`src/core/bcs_pkg.sv`:
```
// Shared types, constants and cycle decoding of the bus cycle sequencer
package bcs_pkg;

  // ------------------------------------------------------------
  // Machine cycle kinds, sequencer states, interrupt classes
  // ------------------------------------------------------------
  typedef enum logic [3:0] {
    MC_FETCH     = 4'h0,
    MC_MEM_RD    = 4'h1,
    MC_MEM_WR    = 4'h2,
    MC_PORT_RD   = 4'h3,
    MC_PORT_WR   = 4'h4,
    MC_ACK_FIRST = 4'h5,
    MC_ACK_MORE  = 4'h6,
    MC_IDLE_ADD  = 4'h7,
    MC_IDLE_RST  = 4'h8,
    MC_HALT      = 4'h9
  } bcs_kind_e;

  typedef enum logic [8:0] {
    ST_RESET = 9'h001,
    ST_IDLE  = 9'h002,
    ST_T1    = 9'h004,
    ST_T2    = 9'h008,
    ST_TW    = 9'h010,
    ST_T3    = 9'h020,
    ST_T4    = 9'h040,
    ST_HALT  = 9'h080,
    ST_HOLD  = 9'h100
  } bcs_state_e;

  typedef enum logic [1:0] {
    IRQ_NONE = 2'h0,
    IRQ_NMI  = 2'h1,
    IRQ_EDGE = 2'h2,
    IRQ_MASK = 2'h3
  } bcs_irq_e;

  // ------------------------------------------------------------
  // Constants
  // ------------------------------------------------------------
  localparam logic [2:0]  MC_INDEX_FIRST   = 3'h1;
  localparam logic [2:0]  MC_INDEX_PORT_RD = 3'h3;
  localparam logic [7:0]  EDGE_VECTOR      = 8'h3C;
  localparam logic [7:0]  RESTART_OPCODE   = 8'hFF;
  localparam logic [15:0] PUSH_HI_OFS      = 16'h0001;
  localparam logic [15:0] PUSH_LO_OFS      = 16'h0002;
  localparam logic [1:0]  PUSH_STEPS       = 2'h2;

  // ------------------------------------------------------------
  // Carriers
  // ------------------------------------------------------------
  typedef struct packed {
    bcs_kind_e   kind;
    logic [15:0] addr;
    logic [7:0]  wdata;
    logic [7:0]  port;
    logic [2:0]  mc_index;
    logic        last;
    logic        push_pc;
  } bcs_req_s;

  typedef struct packed {
    logic       ale;
    logic       rd_n;
    logic       wr_n;
    logic       ack_n;
    logic       io_m;
    logic       status_bit_one;
    logic       status_bit_zero;
    logic [7:0] low_out;
    logic       low_oe;
    logic [7:0] up_out;
    logic       up_oe;
  } bcs_pins_s;

  typedef struct packed {
    logic io_m;
    logic s_one;
    logic s_zero;
    logic rd;
    logic wr;
    logic ack;
    logic ale;
    logic rdy;
    logic four;
  } bcs_attr_s;

  // Bus fully released, active-low strobes idle high, address latch strobe low
  localparam bcs_pins_s PINS_FLOAT = '{ale: 1'b0, rd_n: 1'b1, wr_n: 1'b1,
    ack_n: 1'b1, io_m: 1'b0, status_bit_one: 1'b0, status_bit_zero: 1'b0,
    low_out: 8'h00, low_oe: 1'b0, up_out: 8'h00, up_oe: 1'b0};

  // Per-kind status, strobes and length of a machine cycle
  function automatic bcs_attr_s bcs_attr(input bcs_kind_e k);
    bcs_attr_s a;
    a        = '0;
    a.ale    = (k != MC_IDLE_ADD);
    a.rdy    = (k != MC_IDLE_ADD) && (k != MC_IDLE_RST);
    a.four   = (k == MC_FETCH) || (k == MC_ACK_FIRST) || (k == MC_IDLE_RST);
    a.rd     = (k == MC_FETCH) || (k == MC_MEM_RD) || (k == MC_PORT_RD);
    a.wr     = (k == MC_MEM_WR) || (k == MC_PORT_WR);
    a.ack    = (k == MC_ACK_FIRST) || (k == MC_ACK_MORE);
    a.io_m   = (k == MC_PORT_RD) || (k == MC_PORT_WR) || a.ack;
    a.s_one  = !a.wr;
    a.s_zero = a.wr || a.ack || (k == MC_FETCH) || (k == MC_IDLE_RST);
    return a;
  endfunction

endpackage

```
`src/core/bcs_sequencer.sv`:
```
// Bus cycle sequencer: T-states, pin timing, interrupt and halt entry
`timescale 1ns/10ps
// Operation
// - Port read uses memory read timing with port-or-memory select high.
// - Port read puts the port number on both address bytes.
// - Port read only as third cycle of an input instruction.
// - Memory store status: select 0, bit one 0, bit zero 1.
// - Write keeps low bus driven, data and write strobe from T2.
// - Ready low in T2 inserts wait states holding every output.
// - Write strobe rises in T3; address and data held through T3.
// - Port store uses memory store timing, select high, port doubled.
// - Interrupt inputs sampled two states before first cycle T1.
// - Lone maskable request with flag set clears flag, runs acknowledge.
// - Acknowledge is fetch-shaped, ack strobe instead of read, select 1.
// - Further bytes fetched by three-state acknowledge cycles.
// - Program counter not advanced during acknowledge cycles.
// - Acknowledged call pushes counter high then low, then jumps.
// - Pair add cycles two and three are idle: no read, latch, ready.
// - Restart or nonmaskable entry runs idle fetch, internal opcode.
// - Restart input rising edge sets a latch sampled late in instruction.
// - Reset always leaves halt for the reset state.
// - Interrupt accepted in halt clears flag and starts first cycle.
// - Hold during halt leaves halt only while hold lasts.
// - Halt samples the edge latch each state, exits next clock.
// - Address latch strobe is issued in T1 of every cycle except pair add idle cycles.
// - Memory read status: select 0, bit one 1, bit zero 0.
module bcs_sequencer
  import bcs_pkg::*;
#(
  parameter logic [7:0] NMI_VECTOR = 8'h00
)
(
  input  wire logic        i_sys_clk,
  input  wire logic        i_resetn,
  input  wire bcs_req_s    i_req,
  input  wire logic        i_req_valid,
  output logic             o_req_take,
  output logic             o_req_refused,
  input  wire logic        i_ready,
  input  wire logic [7:0]  i_low_bus_in,
  output bcs_pins_s        o_pins,
  input  wire logic        i_hold,
  output logic             o_hold_ack,
  input  wire logic        i_nmi,
  input  wire logic        i_edge_restart,
  input  wire logic        i_edge_mask,
  input  wire logic        i_maskable_irq_request,
  input  wire logic        i_irq_on,
  input  wire logic        i_irq_off,
  input  wire logic [15:0] i_pc,
  input  wire logic [15:0] i_sp,
  output logic             o_cycle_done,
  output logic             o_pc_inc,
  output logic [7:0]       o_rdata,
  output logic             o_rdata_valid,
  output logic             o_pc_load,
  output logic [15:0]      o_pc_target,
  output bcs_irq_e         o_irq_taken,
  output logic [7:0]       o_vector,
  output logic             o_irq_enable_flag
);

  // ------------------------------------------------------------
  // Declarations
  // ------------------------------------------------------------
  bcs_state_e  state;
  bcs_state_e  next_state;
  bcs_req_s    cur;
  bcs_req_s    next_cur;
  bcs_pins_s   next_pins;
  bcs_attr_s   attr;
  bcs_irq_e    irq_kind;
  bcs_irq_e    next_irq_taken;
  logic [1:0]  push_cnt;
  logic [1:0]  next_push_cnt;
  logic        push_hi;
  logic        cycle_end;
  logic        go_t3;
  logic        launch;
  logic        start_push;
  logic        sample;
  logic        accept;
  logic        irq_pending;
  logic        edge_latched;
  logic        ack_second;
  logic        next_ack_second;
  logic [7:0]  next_rdata;
  logic        next_rdata_valid;
  logic        next_pc_load;
  logic [15:0] next_pc_target;
  logic [7:0]  next_vector;

  // Pin image of a state within a cycle; registered so pins are glitch free
  function automatic bcs_pins_s pins_for(input bcs_state_e st,
                                         input bcs_req_s   r);
    bcs_pins_s   p;
    bcs_attr_s   a;
    logic [15:0] ad;
    p  = PINS_FLOAT;
    a  = bcs_attr(r.kind);
    ad = (r.kind == MC_PORT_RD || r.kind == MC_PORT_WR) ?
         {r.port, r.port} : r.addr;
    case (st)
      ST_T1, ST_T2, ST_TW, ST_T3, ST_T4: begin
        p.io_m            = a.io_m;
        p.status_bit_one  = a.s_one;
        p.status_bit_zero = a.s_zero;
        p.up_out          = ad[15:8];
        p.up_oe           = 1'b1;
        p.low_out         = ad[7:0];
      end
      default: begin
        p = PINS_FLOAT;
      end
    endcase
    case (st)
      ST_T1: begin
        p.ale    = a.ale;
        p.low_oe = 1'b1;
      end
      ST_T2, ST_TW: begin
        p.rd_n  = !a.rd;
        p.wr_n  = !a.wr;
        p.ack_n = !a.ack;
      end
      ST_T3: begin
        p.rd_n  = !a.rd;
        p.ack_n = !a.ack;
      end
      default: begin
        p.ale = 1'b0;
      end
    endcase
    // Write data stays on the low byte through T3, the last state of the cycle
    if (a.wr && (st == ST_T2 || st == ST_TW || st == ST_T3)) begin
      p.low_out = r.wdata;
      p.low_oe  = 1'b1;
    end
    return p;
  endfunction

  // ------------------------------------------------------------
  // Interrupt sampling and entry
  // ------------------------------------------------------------
  bcs_edge_latch u_edge (
    .i_sys_clk (i_sys_clk),
    .i_resetn  (i_resetn),
    .i_pin     (i_edge_restart),
    .i_clear   (accept && irq_kind == IRQ_EDGE),
    .o_latched (edge_latched)
  );

  bcs_irq_ctrl u_irq (
    .i_sys_clk              (i_sys_clk),
    .i_resetn               (i_resetn),
    .i_sample               (sample),
    .i_accept               (accept),
    .i_irq_on               (i_irq_on),
    .i_irq_off              (i_irq_off),
    .i_nmi                  (i_nmi),
    .i_edge_latched         (edge_latched),
    .i_edge_mask            (i_edge_mask),
    .i_maskable_irq_request (i_maskable_irq_request),
    .o_pending              (irq_pending),
    .o_kind                 (irq_kind),
    .o_irq_enable_flag      (o_irq_enable_flag)
  );

  // Cycle shape decode and timing points
  assign attr       = bcs_attr(cur.kind);
  assign go_t3      = !attr.rdy || i_ready;
  assign cycle_end  = (state == ST_T4) || (state == ST_T3 && !attr.four);
  assign start_push = cycle_end && cur.kind == MC_ACK_MORE && cur.push_pc;
  assign push_hi    = start_push || push_cnt == PUSH_STEPS;
  assign launch     = cycle_end || state == ST_IDLE ||
                      (state == ST_HALT && irq_pending && !i_hold);
  // Sample in the state before the last one of an instruction, or in halt
  assign sample = (state == ST_HALT) || (cur.last &&
                  ((state == ST_T3 && attr.four) ||
                   ((state == ST_T2 || state == ST_TW) && !attr.four &&
                    go_t3)));
  assign o_cycle_done = cycle_end;
  // Fetch advances the counter, acknowledge never does
  assign o_pc_inc     = cycle_end && cur.kind == MC_FETCH;
  assign o_hold_ack   = (state == ST_HOLD);

  // ------------------------------------------------------------
  // T-state sequencing and cycle launch
  // ------------------------------------------------------------
  always_comb begin
    next_state    = state;
    next_cur      = cur;
    next_push_cnt = push_cnt;
    o_req_take    = 1'b0;
    o_req_refused = 1'b0;
    accept        = 1'b0;
    case (state)
      ST_RESET: next_state = ST_IDLE;
      ST_T1:    next_state = ST_T2;
      ST_T2, ST_TW: begin
        next_state = go_t3 ? ST_T3 : ST_TW;
      end
      ST_T3: begin
        if (attr.four) begin
          next_state = ST_T4;
        end
      end
      ST_HALT: begin
        if (i_hold) begin
          next_state = ST_HOLD;
        end
      end
      ST_HOLD: begin
        if (!i_hold) begin
          next_state = ST_HALT;
        end
      end
      default: next_state = ST_IDLE;
    endcase
    if (launch) begin
      next_state = ST_IDLE;
      if (start_push || push_cnt != 2'h0) begin
        // Stack pushes of the interrupted counter, high byte first
        next_push_cnt    = (start_push ? PUSH_STEPS : push_cnt) - 2'h1;
        next_cur.kind    = MC_MEM_WR;
        next_cur.push_pc = 1'b1;
        next_cur.last    = 1'b0;
        next_cur.addr    = i_sp - (push_hi ? PUSH_HI_OFS : PUSH_LO_OFS);
        next_cur.wdata   = push_hi ? i_pc[15:8] : i_pc[7:0];
        next_state       = ST_T1;
      end else if (irq_pending && (state == ST_HALT ||
                   (i_req_valid && i_req.mc_index == MC_INDEX_FIRST))) begin
        // Interrupt replaces the first cycle of the next instruction
        accept            = 1'b1;
        next_cur          = '0;
        next_cur.kind     = (irq_kind == IRQ_MASK) ?
                            MC_ACK_FIRST : MC_IDLE_RST;
        next_cur.addr     = i_pc;
        next_cur.mc_index = MC_INDEX_FIRST;
        next_state        = ST_T1;
      end else if (state != ST_HALT && i_req_valid) begin
        o_req_take = 1'b1;
        if (i_req.kind == MC_HALT) begin
          next_state = ST_HALT;
        end else if (i_req.kind == MC_PORT_RD &&
                     i_req.mc_index != MC_INDEX_PORT_RD) begin
          o_req_refused = 1'b1;
        end else begin
          next_cur   = i_req;
          next_state = ST_T1;
        end
      end
    end
    next_pins = pins_for(next_state, next_cur);
  end

  // Reset is the one exit from halt that needs no clock
  always_ff @(posedge i_sys_clk or negedge i_resetn) begin
    if (!i_resetn) begin
      state    <= ST_RESET;
      cur      <= '0;
      push_cnt <= 2'h0;
      o_pins   <= PINS_FLOAT;
    end else begin
      state    <= next_state;
      cur      <= next_cur;
      push_cnt <= next_push_cnt;
      o_pins   <= next_pins;
    end
  end

  // ------------------------------------------------------------
  // Read data, acknowledge bytes and counter reload
  // ------------------------------------------------------------
  always_comb begin
    next_rdata       = o_rdata;
    next_rdata_valid = 1'b0;
    next_pc_target   = o_pc_target;
    next_ack_second  = ack_second;
    next_vector      = o_vector;
    next_irq_taken   = accept ? irq_kind : IRQ_NONE;
    // Data is taken at the end of T3 while the strobe is still low
    if (state == ST_T3 && (attr.rd || attr.ack)) begin
      next_rdata       = i_low_bus_in;
      next_rdata_valid = 1'b1;
    end
    if (state == ST_T3 && cur.kind == MC_IDLE_RST) begin
      next_rdata       = RESTART_OPCODE;
      next_rdata_valid = 1'b1;
    end
    if (cycle_end && cur.kind == MC_ACK_FIRST) begin
      next_ack_second = 1'b0;
    end
    // Second fetched byte is the low target, third the high
    if (cycle_end && cur.kind == MC_ACK_MORE) begin
      if (ack_second) begin
        next_pc_target[15:8] = i_low_bus_in;
      end else begin
        next_pc_target[7:0] = i_low_bus_in;
      end
      next_ack_second = 1'b1;
    end
    next_pc_load = cycle_end && cur.kind == MC_MEM_WR && cur.push_pc &&
                   push_cnt == 2'h0;
    if (accept && irq_kind == IRQ_EDGE) begin
      next_vector = EDGE_VECTOR;
    end
    if (accept && irq_kind == IRQ_NMI) begin
      next_vector = NMI_VECTOR;
    end
  end

  always_ff @(posedge i_sys_clk or negedge i_resetn) begin
    if (!i_resetn) begin
      o_rdata       <= 8'h00;
      o_rdata_valid <= 1'b0;
      o_pc_target   <= 16'h0000;
      o_pc_load     <= 1'b0;
      ack_second    <= 1'b0;
      o_vector      <= 8'h00;
      o_irq_taken   <= IRQ_NONE;
    end else begin
      o_rdata       <= next_rdata;
      o_rdata_valid <= next_rdata_valid;
      o_pc_target   <= next_pc_target;
      o_pc_load     <= next_pc_load;
      ack_second    <= next_ack_second;
      o_vector      <= next_vector;
      o_irq_taken   <= next_irq_taken;
    end
  end
endmodule

```
`src/core/bcs_edge_latch.sv`:
```
// Rising-edge catch latch for the edge-triggered restart input
`timescale 1ns/10ps
module bcs_edge_latch
  import bcs_pkg::*;
(
  input  wire logic i_sys_clk,
  input  wire logic i_resetn,
  input  wire logic i_pin,
  input  wire logic i_clear,
  output logic      o_latched
);

  logic prev;
  logic next_prev;
  logic next_latched;

  // A new edge beats a clear in the same cycle
  always_comb begin
    next_prev    = i_pin;
    next_latched = o_latched;
    if (i_clear) begin
      next_latched = 1'b0;
    end
    if (i_pin && !prev) begin
      next_latched = 1'b1;
    end
  end

  always_ff @(posedge i_sys_clk or negedge i_resetn) begin
    if (!i_resetn) begin
      prev      <= 1'b0;
      o_latched <= 1'b0;
    end else begin
      prev      <= next_prev;
      o_latched <= next_latched;
    end
  end
endmodule

```
`src/core/bcs_irq_ctrl.sv`:
```
// Interrupt enable flag, sampling and priority of pending requests
`timescale 1ns/10ps
module bcs_irq_ctrl
  import bcs_pkg::*;
(
  input  wire logic i_sys_clk,
  input  wire logic i_resetn,
  input  wire logic i_sample,
  input  wire logic i_accept,
  input  wire logic i_irq_on,
  input  wire logic i_irq_off,
  input  wire logic i_nmi,
  input  wire logic i_edge_latched,
  input  wire logic i_edge_mask,
  input  wire logic i_maskable_irq_request,
  output logic      o_pending,
  output bcs_irq_e  o_kind,
  output logic      o_irq_enable_flag
);

  logic s_nmi;
  logic s_edge;
  logic s_mask;
  logic next_s_nmi;
  logic next_s_edge;
  logic next_s_mask;
  logic next_ie;

  // Samples are frozen between strobes; acceptance clears them
  always_comb begin
    next_s_nmi  = s_nmi;
    next_s_edge = s_edge;
    next_s_mask = s_mask;
    next_ie     = o_irq_enable_flag;
    if (i_sample) begin
      next_s_nmi  = i_nmi;
      next_s_edge = i_edge_latched && o_irq_enable_flag && !i_edge_mask;
      next_s_mask = i_maskable_irq_request && o_irq_enable_flag;
    end
    if (i_accept) begin
      next_s_nmi  = 1'b0;
      next_s_edge = 1'b0;
      next_s_mask = 1'b0;
      next_ie     = 1'b0;
    end
    if (i_irq_off) begin
      next_ie = 1'b0;
    end
    if (i_irq_on) begin
      next_ie = 1'b1;
    end
  end

  always_ff @(posedge i_sys_clk or negedge i_resetn) begin
    if (!i_resetn) begin
      s_nmi             <= 1'b0;
      s_edge            <= 1'b0;
      s_mask            <= 1'b0;
      o_irq_enable_flag <= 1'b0;
    end else begin
      s_nmi             <= next_s_nmi;
      s_edge            <= next_s_edge;
      s_mask            <= next_s_mask;
      o_irq_enable_flag <= next_ie;
    end
  end

  // Maskable wins only when nothing else is valid
  assign o_kind    = s_nmi ? IRQ_NMI : s_edge ? IRQ_EDGE :
                     s_mask ? IRQ_MASK : IRQ_NONE;
  assign o_pending = s_nmi || s_edge || s_mask;
endmodule

```
`config.mk`:
```
export PLATFORM = sky130hd
export DESIGN_NAME = bcs_sequencer
export DESIGN_NICKNAME = d
export VERILOG_FILES = /design/src/core/bcs_pkg.sv /design/src/core/bcs_sequencer.sv /design/src/core/bcs_edge_latch.sv /design/src/core/bcs_irq_ctrl.sv
export SDC_FILE = /design/constraint.sdc
export NUM_CORES = 1
export LEC_CHECK = 0
export BUFFER_PORTS_ARGS = -buffer_cell sky130_fd_sc_hd__buf_2
export CAP_MARGIN = 20
export CORE_ASPECT_RATIO = 0.75
export CORE_MARGIN = 1.5
export CORE_UTILIZATION = 25
export CTS_CLUSTER_DIAMETER = 150
export DETAILED_ROUTE_END_ITERATION = 16
export GPL_ROUTABILITY_DRIVEN = 0
export MAX_ROUTING_LAYER = met4
export SLEW_MARGIN = 0
export SYNTH_ARGS = -nofsm -noshare
export SYNTH_HDL_FRONTEND = slang
export SYNTH_HIERARCHICAL = 1
export SYNTH_SLANG_ARGS = --single-unit
```
`constraint.sdc`:
```
create_clock -name i_sys_clk -period 11.9 [get_ports i_sys_clk]
set_clock_uncertainty 0.05 [all_clocks]
set_input_delay 2.38 -clock i_sys_clk [delete_from_list [all_inputs] [get_ports i_sys_clk]]
set_output_delay 2.38 -clock i_sys_clk [all_outputs]
set_load 0.01 [all_outputs]
```
After elaboration in Yosys (flattened, before gate mapping)
Index checks and enable logic that the tools add are counted.
{"block": "op_classes", "n_mux": 68, "eq_ne": 42, "bitwise_logic": 2, "n_addsub": 2, "reduce_logical": 86}
{"operator": "41-bit 2-to-1 mux", "n": 5}
{"operator": "8-bit 2-to-1 mux", "n": 9}
{"operator": "9-bit 2-to-1 mux", "n": 6}
{"operator": "9-bit case mux with 5 select lines", "n": 1}
{"operator": "1-bit 2-to-1 mux", "n": 33}
{"operator": "1-bit logical OR", "n": 29}
{"operator": "1-bit logical AND", "n": 28}
{"operator": "28-bit 2-to-1 mux", "n": 1}
{"operator": "11-bit 2-to-1 mux", "n": 2}
{"operator": "4-bit by 2-bit equality test with 1-bit output, second input constant", "n": 5}
{"operator": "4-bit by 3-bit equality test with 1-bit output, second input constant", "n": 5}
{"operator": "9-bit by 3-bit equality test with 1-bit output, second input constant", "n": 2}
{"operator": "9-bit by 4-bit equality test with 1-bit output, second input constant", "n": 2}
{"operator": "9-bit by 5-bit equality test with 1-bit output, second input constant", "n": 2}
{"operator": "9-bit by 6-bit equality test with 1-bit output, second input constant", "n": 2}
{"operator": "9-bit by 7-bit equality test with 1-bit output, second input constant", "n": 2}
{"operator": "16-bit 2-to-1 mux", "n": 1}
{"operator": "16-bit by 2-bit subtractor with 16-bit output", "n": 1}
{"operator": "2-bit 2-to-1 mux", "n": 7}
{"operator": "2-bit nonzero test", "n": 7}
{"operator": "4-bit equality test, second input constant", "n": 3}
{"operator": "9-bit by 2-bit equality test with 1-bit output, second input constant", "n": 1}
{"operator": "9-bit by 8-bit equality test with 1-bit output, second input constant", "n": 1}
{"operator": "9-bit equality test, second input constant", "n": 1}
{"operator": "other kinds (25)", "n": 44}
{"block": "totals", "word_cells": 234, "out_inout_bits": 67, "register_bits": 120, "inputBits": 92}

Logic depth before layout (Yosys ltp)
{"block": "depth", "depth_word": 20, "ltp_mapped": 18, "mapped_depth_nobuf": 16}

By module
The synthesis kept the hierarchy.
{"mod": "bcs_sequencer", "instances": 1, "area_each_um2": 5363.9, "cells_per_inst": 499}
{"mod": "bcs_irq_ctrl", "instances": 1, "area_each_um2": 187.7, "cells_per_inst": 19}
{"mod": "bcs_edge_latch", "instances": 1, "area_each_um2": 70.1, "cells_per_inst": 5}

Worst setup path before layout
No wires, ideal clock.
{"block": "synth_path", "kind": "in2out", "from": "input port i_hold", "to": "output port o_req_refused", "t_arrival_ps": 3527, "required_ps": 9470, "path_stages": 7, "slack_ps": 5943, "path_cell_list": "nand2b_1 -> o21a_1 -> and2_1 -> buf_2 -> nor2_1 -> nand2_1 -> nor2_1"}
{"block": "synth_between", "elab_chain_len": 4}
{"item": "start, declared", "line_no": "bcs_sequencer.sv:42", "rtl": "input wire logic i_hold,"}
{"item": "1-bit logical NOT"}
{"item": "1-bit logical AND", "line_no": "bcs_sequencer.sv:176", "rtl": "(state == ST_HALT && irq_pending && !i_hold);"}
{"item": "1-bit logical OR", "line_no": "bcs_sequencer.sv:175", "rtl": "assign launch = cycle_end || state == ST_IDLE ||"}
{"item": "1-bit 2-to-1 mux", "line_no": "bcs_sequencer.sv:220", "rtl": "if (launch) begin"}
{"item": "end, declared", "line_no": "bcs_sequencer.sv:38", "rtl": "output logic o_req_refused,"}
Every way passes these cells.

Worst setup path in the final report
Same ends and word-level chain as after synthesis.

==> metrics.txt <==
# TYPE chip_impl_metric gauge
chip_impl_metric{name="areaGrowthSynthToFinish",unit="%"} 25.1
chip_impl_metric{name="synth_top_cell_area_share",unit="%"} 47.2
chip_impl_info{name="worst_path_dominant_cell_family",value="simple AND/OR/NAND/NOR gates"} 1
chip_impl_metric{name="max_slew_margin",unit="%"} 41.1
chip_impl_metric{name="die_h",unit="µm"} 133
chip_impl_metric{name="post_cts.repair.setup_buffers",unit=""} 0
chip_impl_metric{name="max_cap_viol_count",unit=""} 0
chip_impl_metric{name="timing.critical_path.buf_inv",unit=""} 2
chip_impl_metric{name="worst-endpoint-arrival",unit="ns"} 3.99
chip_impl_metric{name="avgSynthCellArea",unit="µm²"} 10.7
chip_impl_metric{name="cts.hold.buffers_added",unit=""} 0
chip_impl_metric{name="antenna_left",unit=""} 0
chip_impl_metric{name="drt_iter0_markers",unit=""} 295
chip_impl_metric{name="firstDrtPassIters",unit=""} 5
chip_impl_info{name="layout.cells.most_common",value="sky130_fd_sc_hd__buf_2"} 1
chip_impl_metric{name="synthDistinctLibCells",unit=""} 77
chip_impl_info{name="cells_traversed_along_the_worst_timing_path",value="buf_2 > nand2b_1 > o21a_1 > and2_1 > nor2_1 > nand2_1 > nor2_1 > buf_2"} 1
chip_impl_metric{name="maximum_number_of_pins_on_one_net_before_global_route_repair",unit=""} 66
chip_impl_metric{name="clock.fmax",unit="MHz"} 156
chip_impl_info{name="main_synth_ff_type",value="sky130_fd_sc_hd__dfrtp_1"} 1
chip_impl_metric{name="number_of_vias_per_cell_after_detailed_routing",unit=""} 4.80
chip_impl_metric{name="clock_sink_count",unit=""} 110
chip_impl_metric{name="max-clock-path-buffers",unit=""} 2
chip_impl_metric{name="post-route-util",unit="%"} 31.9
chip_impl_metric{name="synthesized_cell_area",unit="µm²"} 5620
chip_impl_metric{name="yosysWarnings",unit=""} 6
chip_impl_info{name="min_path_type",value="reg2reg"} 1
chip_impl_metric{name="fin_hold_ws",unit="ns"} 0.397
chip_impl_metric{name="ys_seq_elements",unit=""} 110
chip_impl_metric{name="worst-slew-pin-transition",unit="ns"} 0.879
chip_impl_metric{name="synth_seq_area_share",unit="%"} 49.1
chip_impl_metric{name="grt_overflow",unit=""} 0
chip_impl_metric{name="report.final.hold_viol_count",unit=""} 0
chip_impl_metric{name="fin_crit",unit="ns"} 6.42
chip_impl_metric{name="report.final.setup_viol",unit=""} 0
chip_impl_metric{name="fp.dieArea",unit="µm²"} 23400
chip_impl_metric{name="ff_latch_area",unit="µm²"} 2760
chip_impl_metric{name="clkTransAtPathRegs",unit="ns"} 0.08
chip_impl_info{name="outcome",value="finished, final reports clean"} 1
chip_impl_metric{name="dp_hpwl",unit="µm"} 13500
chip_impl_metric{name="finalSetupTns",unit="ns"} 0
chip_impl_metric{name="overall_power_consumption",unit="mW"} 1.42
chip_impl_metric{name="critical_path_required",unit="ns"} 9.47
chip_impl_info{name="clock_tree_from_tritoncts",value="done"} 1
chip_impl_info{name="crit_slowest_cell",value="sky130_fd_sc_hd__and2_1"} 1
chip_impl_metric{name="multi_input_gate_area_in_the_final_layout",unit="µm²"} 2670
chip_impl_metric{name="timing.final.crit_share",unit="%"} 54.0
chip_impl_metric{name="clk-insertion-delay-late",unit="ns"} 0.37
chip_impl_metric{name="rows",unit=""} 47
chip_impl_metric{name="detail_route.wl_per_cell",unit="µm"} 17.7
chip_impl_metric{name="dieWidth",unit="µm"} 176
chip_impl_metric{name="cts_made_buffers",unit=""} 9
chip_impl_metric{name="ctsHtreeMaxLevel",unit=""} 3
chip_impl_metric{name="cts_resized",unit=""} 0
chip_impl_info{name="root_buffer",value="sky130_fd_sc_hd__clkbuf_16"} 1
chip_impl_metric{name="first_global_vias",unit=""} 4692
chip_impl_metric{name="drt_drc_violations_left",unit=""} 0
chip_impl_info{name="critical_path.endpoint_type",value="primary output"} 1
chip_impl_metric{name="layout-drive-gt1-share",unit="%"} 33.5
chip_impl_metric{name="post-place-ws",unit="ns"} 5.51
chip_impl_metric{name="vdd_drop_max",unit="V"} 0.0000968
chip_impl_metric{name="io_buffers",unit=""} 154
chip_impl_metric{name="total_leakage_power",unit="nW"} 3.19
chip_impl_metric{name="boundary_pin_count",unit=""} 159
chip_impl_metric{name="wirelength",unit="µm"} 17300
chip_impl_info{name="crit_path_start_kind",value="input port"} 1
chip_impl_metric{name="global_route_wire_length_before_repair",unit="µm"} 27300
chip_impl_info{name="grt_setup_unrepaired",value="no"} 1
chip_impl_info{name="layout.cells.most_common_list",value="sky130_fd_sc_hd__buf_2, sky130_fd_sc_hd__dfrtp_1, sky130_fd_sc_hd__nor2_1"} 1
chip_impl_metric{name="finalWorstSetupSlack",unit="ns"} 5.48
chip_impl_metric{name="critPathMaxStageDelay",unit="ns"} 0.38
chip_impl_metric{name="grt_util_all_layers",unit="%"} 15.7
chip_impl_metric{name="area_of_the_placeable_core",unit="µm²"} 22100
chip_impl_info{name="synth_top_area_cell",value="sky130_fd_sc_hd__dfrtp_1"} 1
chip_impl_metric{name="layout.filler_cells",unit=""} 2303
chip_impl_metric{name="number_of_flops_mapped_to_enable_cells_by_yosys",unit=""} 0
chip_impl_metric{name="num_vias",unit=""} 4694
chip_impl_metric{name="final_number_of_max_transition_violations",unit=""} 0
chip_impl_info{name="synthTopCellsByArea",value="sky130_fd_sc_hd__dfrtp_1, sky130_fd_sc_hd__nor2_1, sky130_fd_sc_hd__mux2i_1"} 1
chip_impl_metric{name="synthCells",unit=""} 523
chip_impl_metric{name="grt_antenna_before_repair",unit=""} 4
chip_impl_metric{name="start_util",unit="%"} 25.5
chip_impl_metric{name="synth_async_sr_flop_share",unit="%"} 100
chip_impl_metric{name="critPathMaxFanout",unit=""} 14
chip_impl_info{name="worstSetupPathType",value="in2out"} 1
chip_impl_metric{name="power_density",unit="nW/µm²"} 201
chip_impl_metric{name="final_nets",unit=""} 771
-- path summary, 6_finish.rpt --
kind | cells after the start | end | slack (ns) | start
worst min-delay path | 1 | u_edge/o_latched$_DFFE_PN0P_ | 0.40 | u_edge/prev$_DFF_PN0_
worst min register to register | 1 | u_edge/o_latched$_DFFE_PN0P_ | 0.40 | u_edge/prev$_DFF_PN0_
max in group asynchronous | 2 | push_cnt[1]$_DFFE_PN0P_ | 8.59 | i_resetn
worst max-delay path | 8 | o_req_refused | 5.48 | i_hold
worst max register to register | 17 | o_pins[7]$_DFF_PN0_ | 7.24 | state[2]$_DFF_PN0_
min in group asynchronous | 1 | o_rdata[0]$_DFFE_PN0P_ | 2.07 | i_resetn
-- metal layers --
layer / vias to the layer above / track usage (%) / share of wire [%]
met4: 0 / 2.80 / 0.82
met2: 185 / 23.1 / 43
met5: - / - / 0
met1: 2282 / 21.7 / 48
met3: 17 / 4.31 / 7.8
li1: 2210 / - / -
-- flip-flops by register name (all words and copies together) (netlist names), 2 cells and up --
name,count
push_cnt,2
cur,38
o_pins,25
state,9
o_irq_taken,2
o_pc_target,16
o_rdata,8
-- synth_stat cells, drive strengths merged, types with 3 or more instances --
master	instances
o22a	4
a32o	4
nor2	72
o22ai	18
nand2	27
nor3	12
nand2b	12
xor2	7
a22oi	5
xnor2	8
o21ai	27
and2	6
or3	4
nand3b	4
nand4	6
inv	19
nor4	10
a22o	9
a21oi	16
ha	3
mux2	16
nor3b	3
nand3	10
a21o	5
a221o	12
buf	15
nand4b	4
dfrtp	106
o211ai	3
clkbuf	9
dfstp	4
mux2i	24
nor2b	8
-- logic make-up (layout without fill, tap and decap cells) --
group                    after synthesis  in the layout  synth area share, %
other                                  1              9               0.0667
AND/OR/NAND/NOR                      185            185                 17.7
AO/OA/AOI/OAI                        124            124                 18.4
buffers and inverters                 44            197                 3.89
adder cells (fa/ha/maj)                4              4                 1.02
multiplexers                          40             40                 7.48
XOR/XNOR                              15             15                 2.34
flip-flops                           110            110                 49.1
-- final cells by class --
type | count | share of cell area (%)
Antenna cell | 4 | 0.142
Clock buffer | 9 | 3.20
Clock inverter | 7 | 1.37
Inverter | 20 | 1.14
Multi-Input combinational cell | 373 | 37.9
Sequential cell | 110 | 39.2
Tap cell | 294 | 5.23
Timing Repair Buffer | 161 | 11.8
-- report_power, final --
| part | leakage (nW) | internal, mW | switching [mW] | total, mW |
|---|---|---|---|---|
| Combinational | 1.68 | 0.223 | 0.346 | 0.569 |
| Sequential | 1.36 | 0.473 | 0.0533 | 0.526 |
| Clock | 0.156 | 0.154 | 0.166 | 0.320 |
| Total | 3.19 | 0.850 | 0.565 | 1.42 |
-- stage by stage --
stage	cell area [µm²]	std cells
2_1_floorplan	5640	527
5_1_grt	7030	978
3_3_place_gp	6690	957
4_1_cts	7010	973
3_5_place_dp	6690	957
6_report	7030	978
Note: power is estimated with default switching activity, not from simulation.
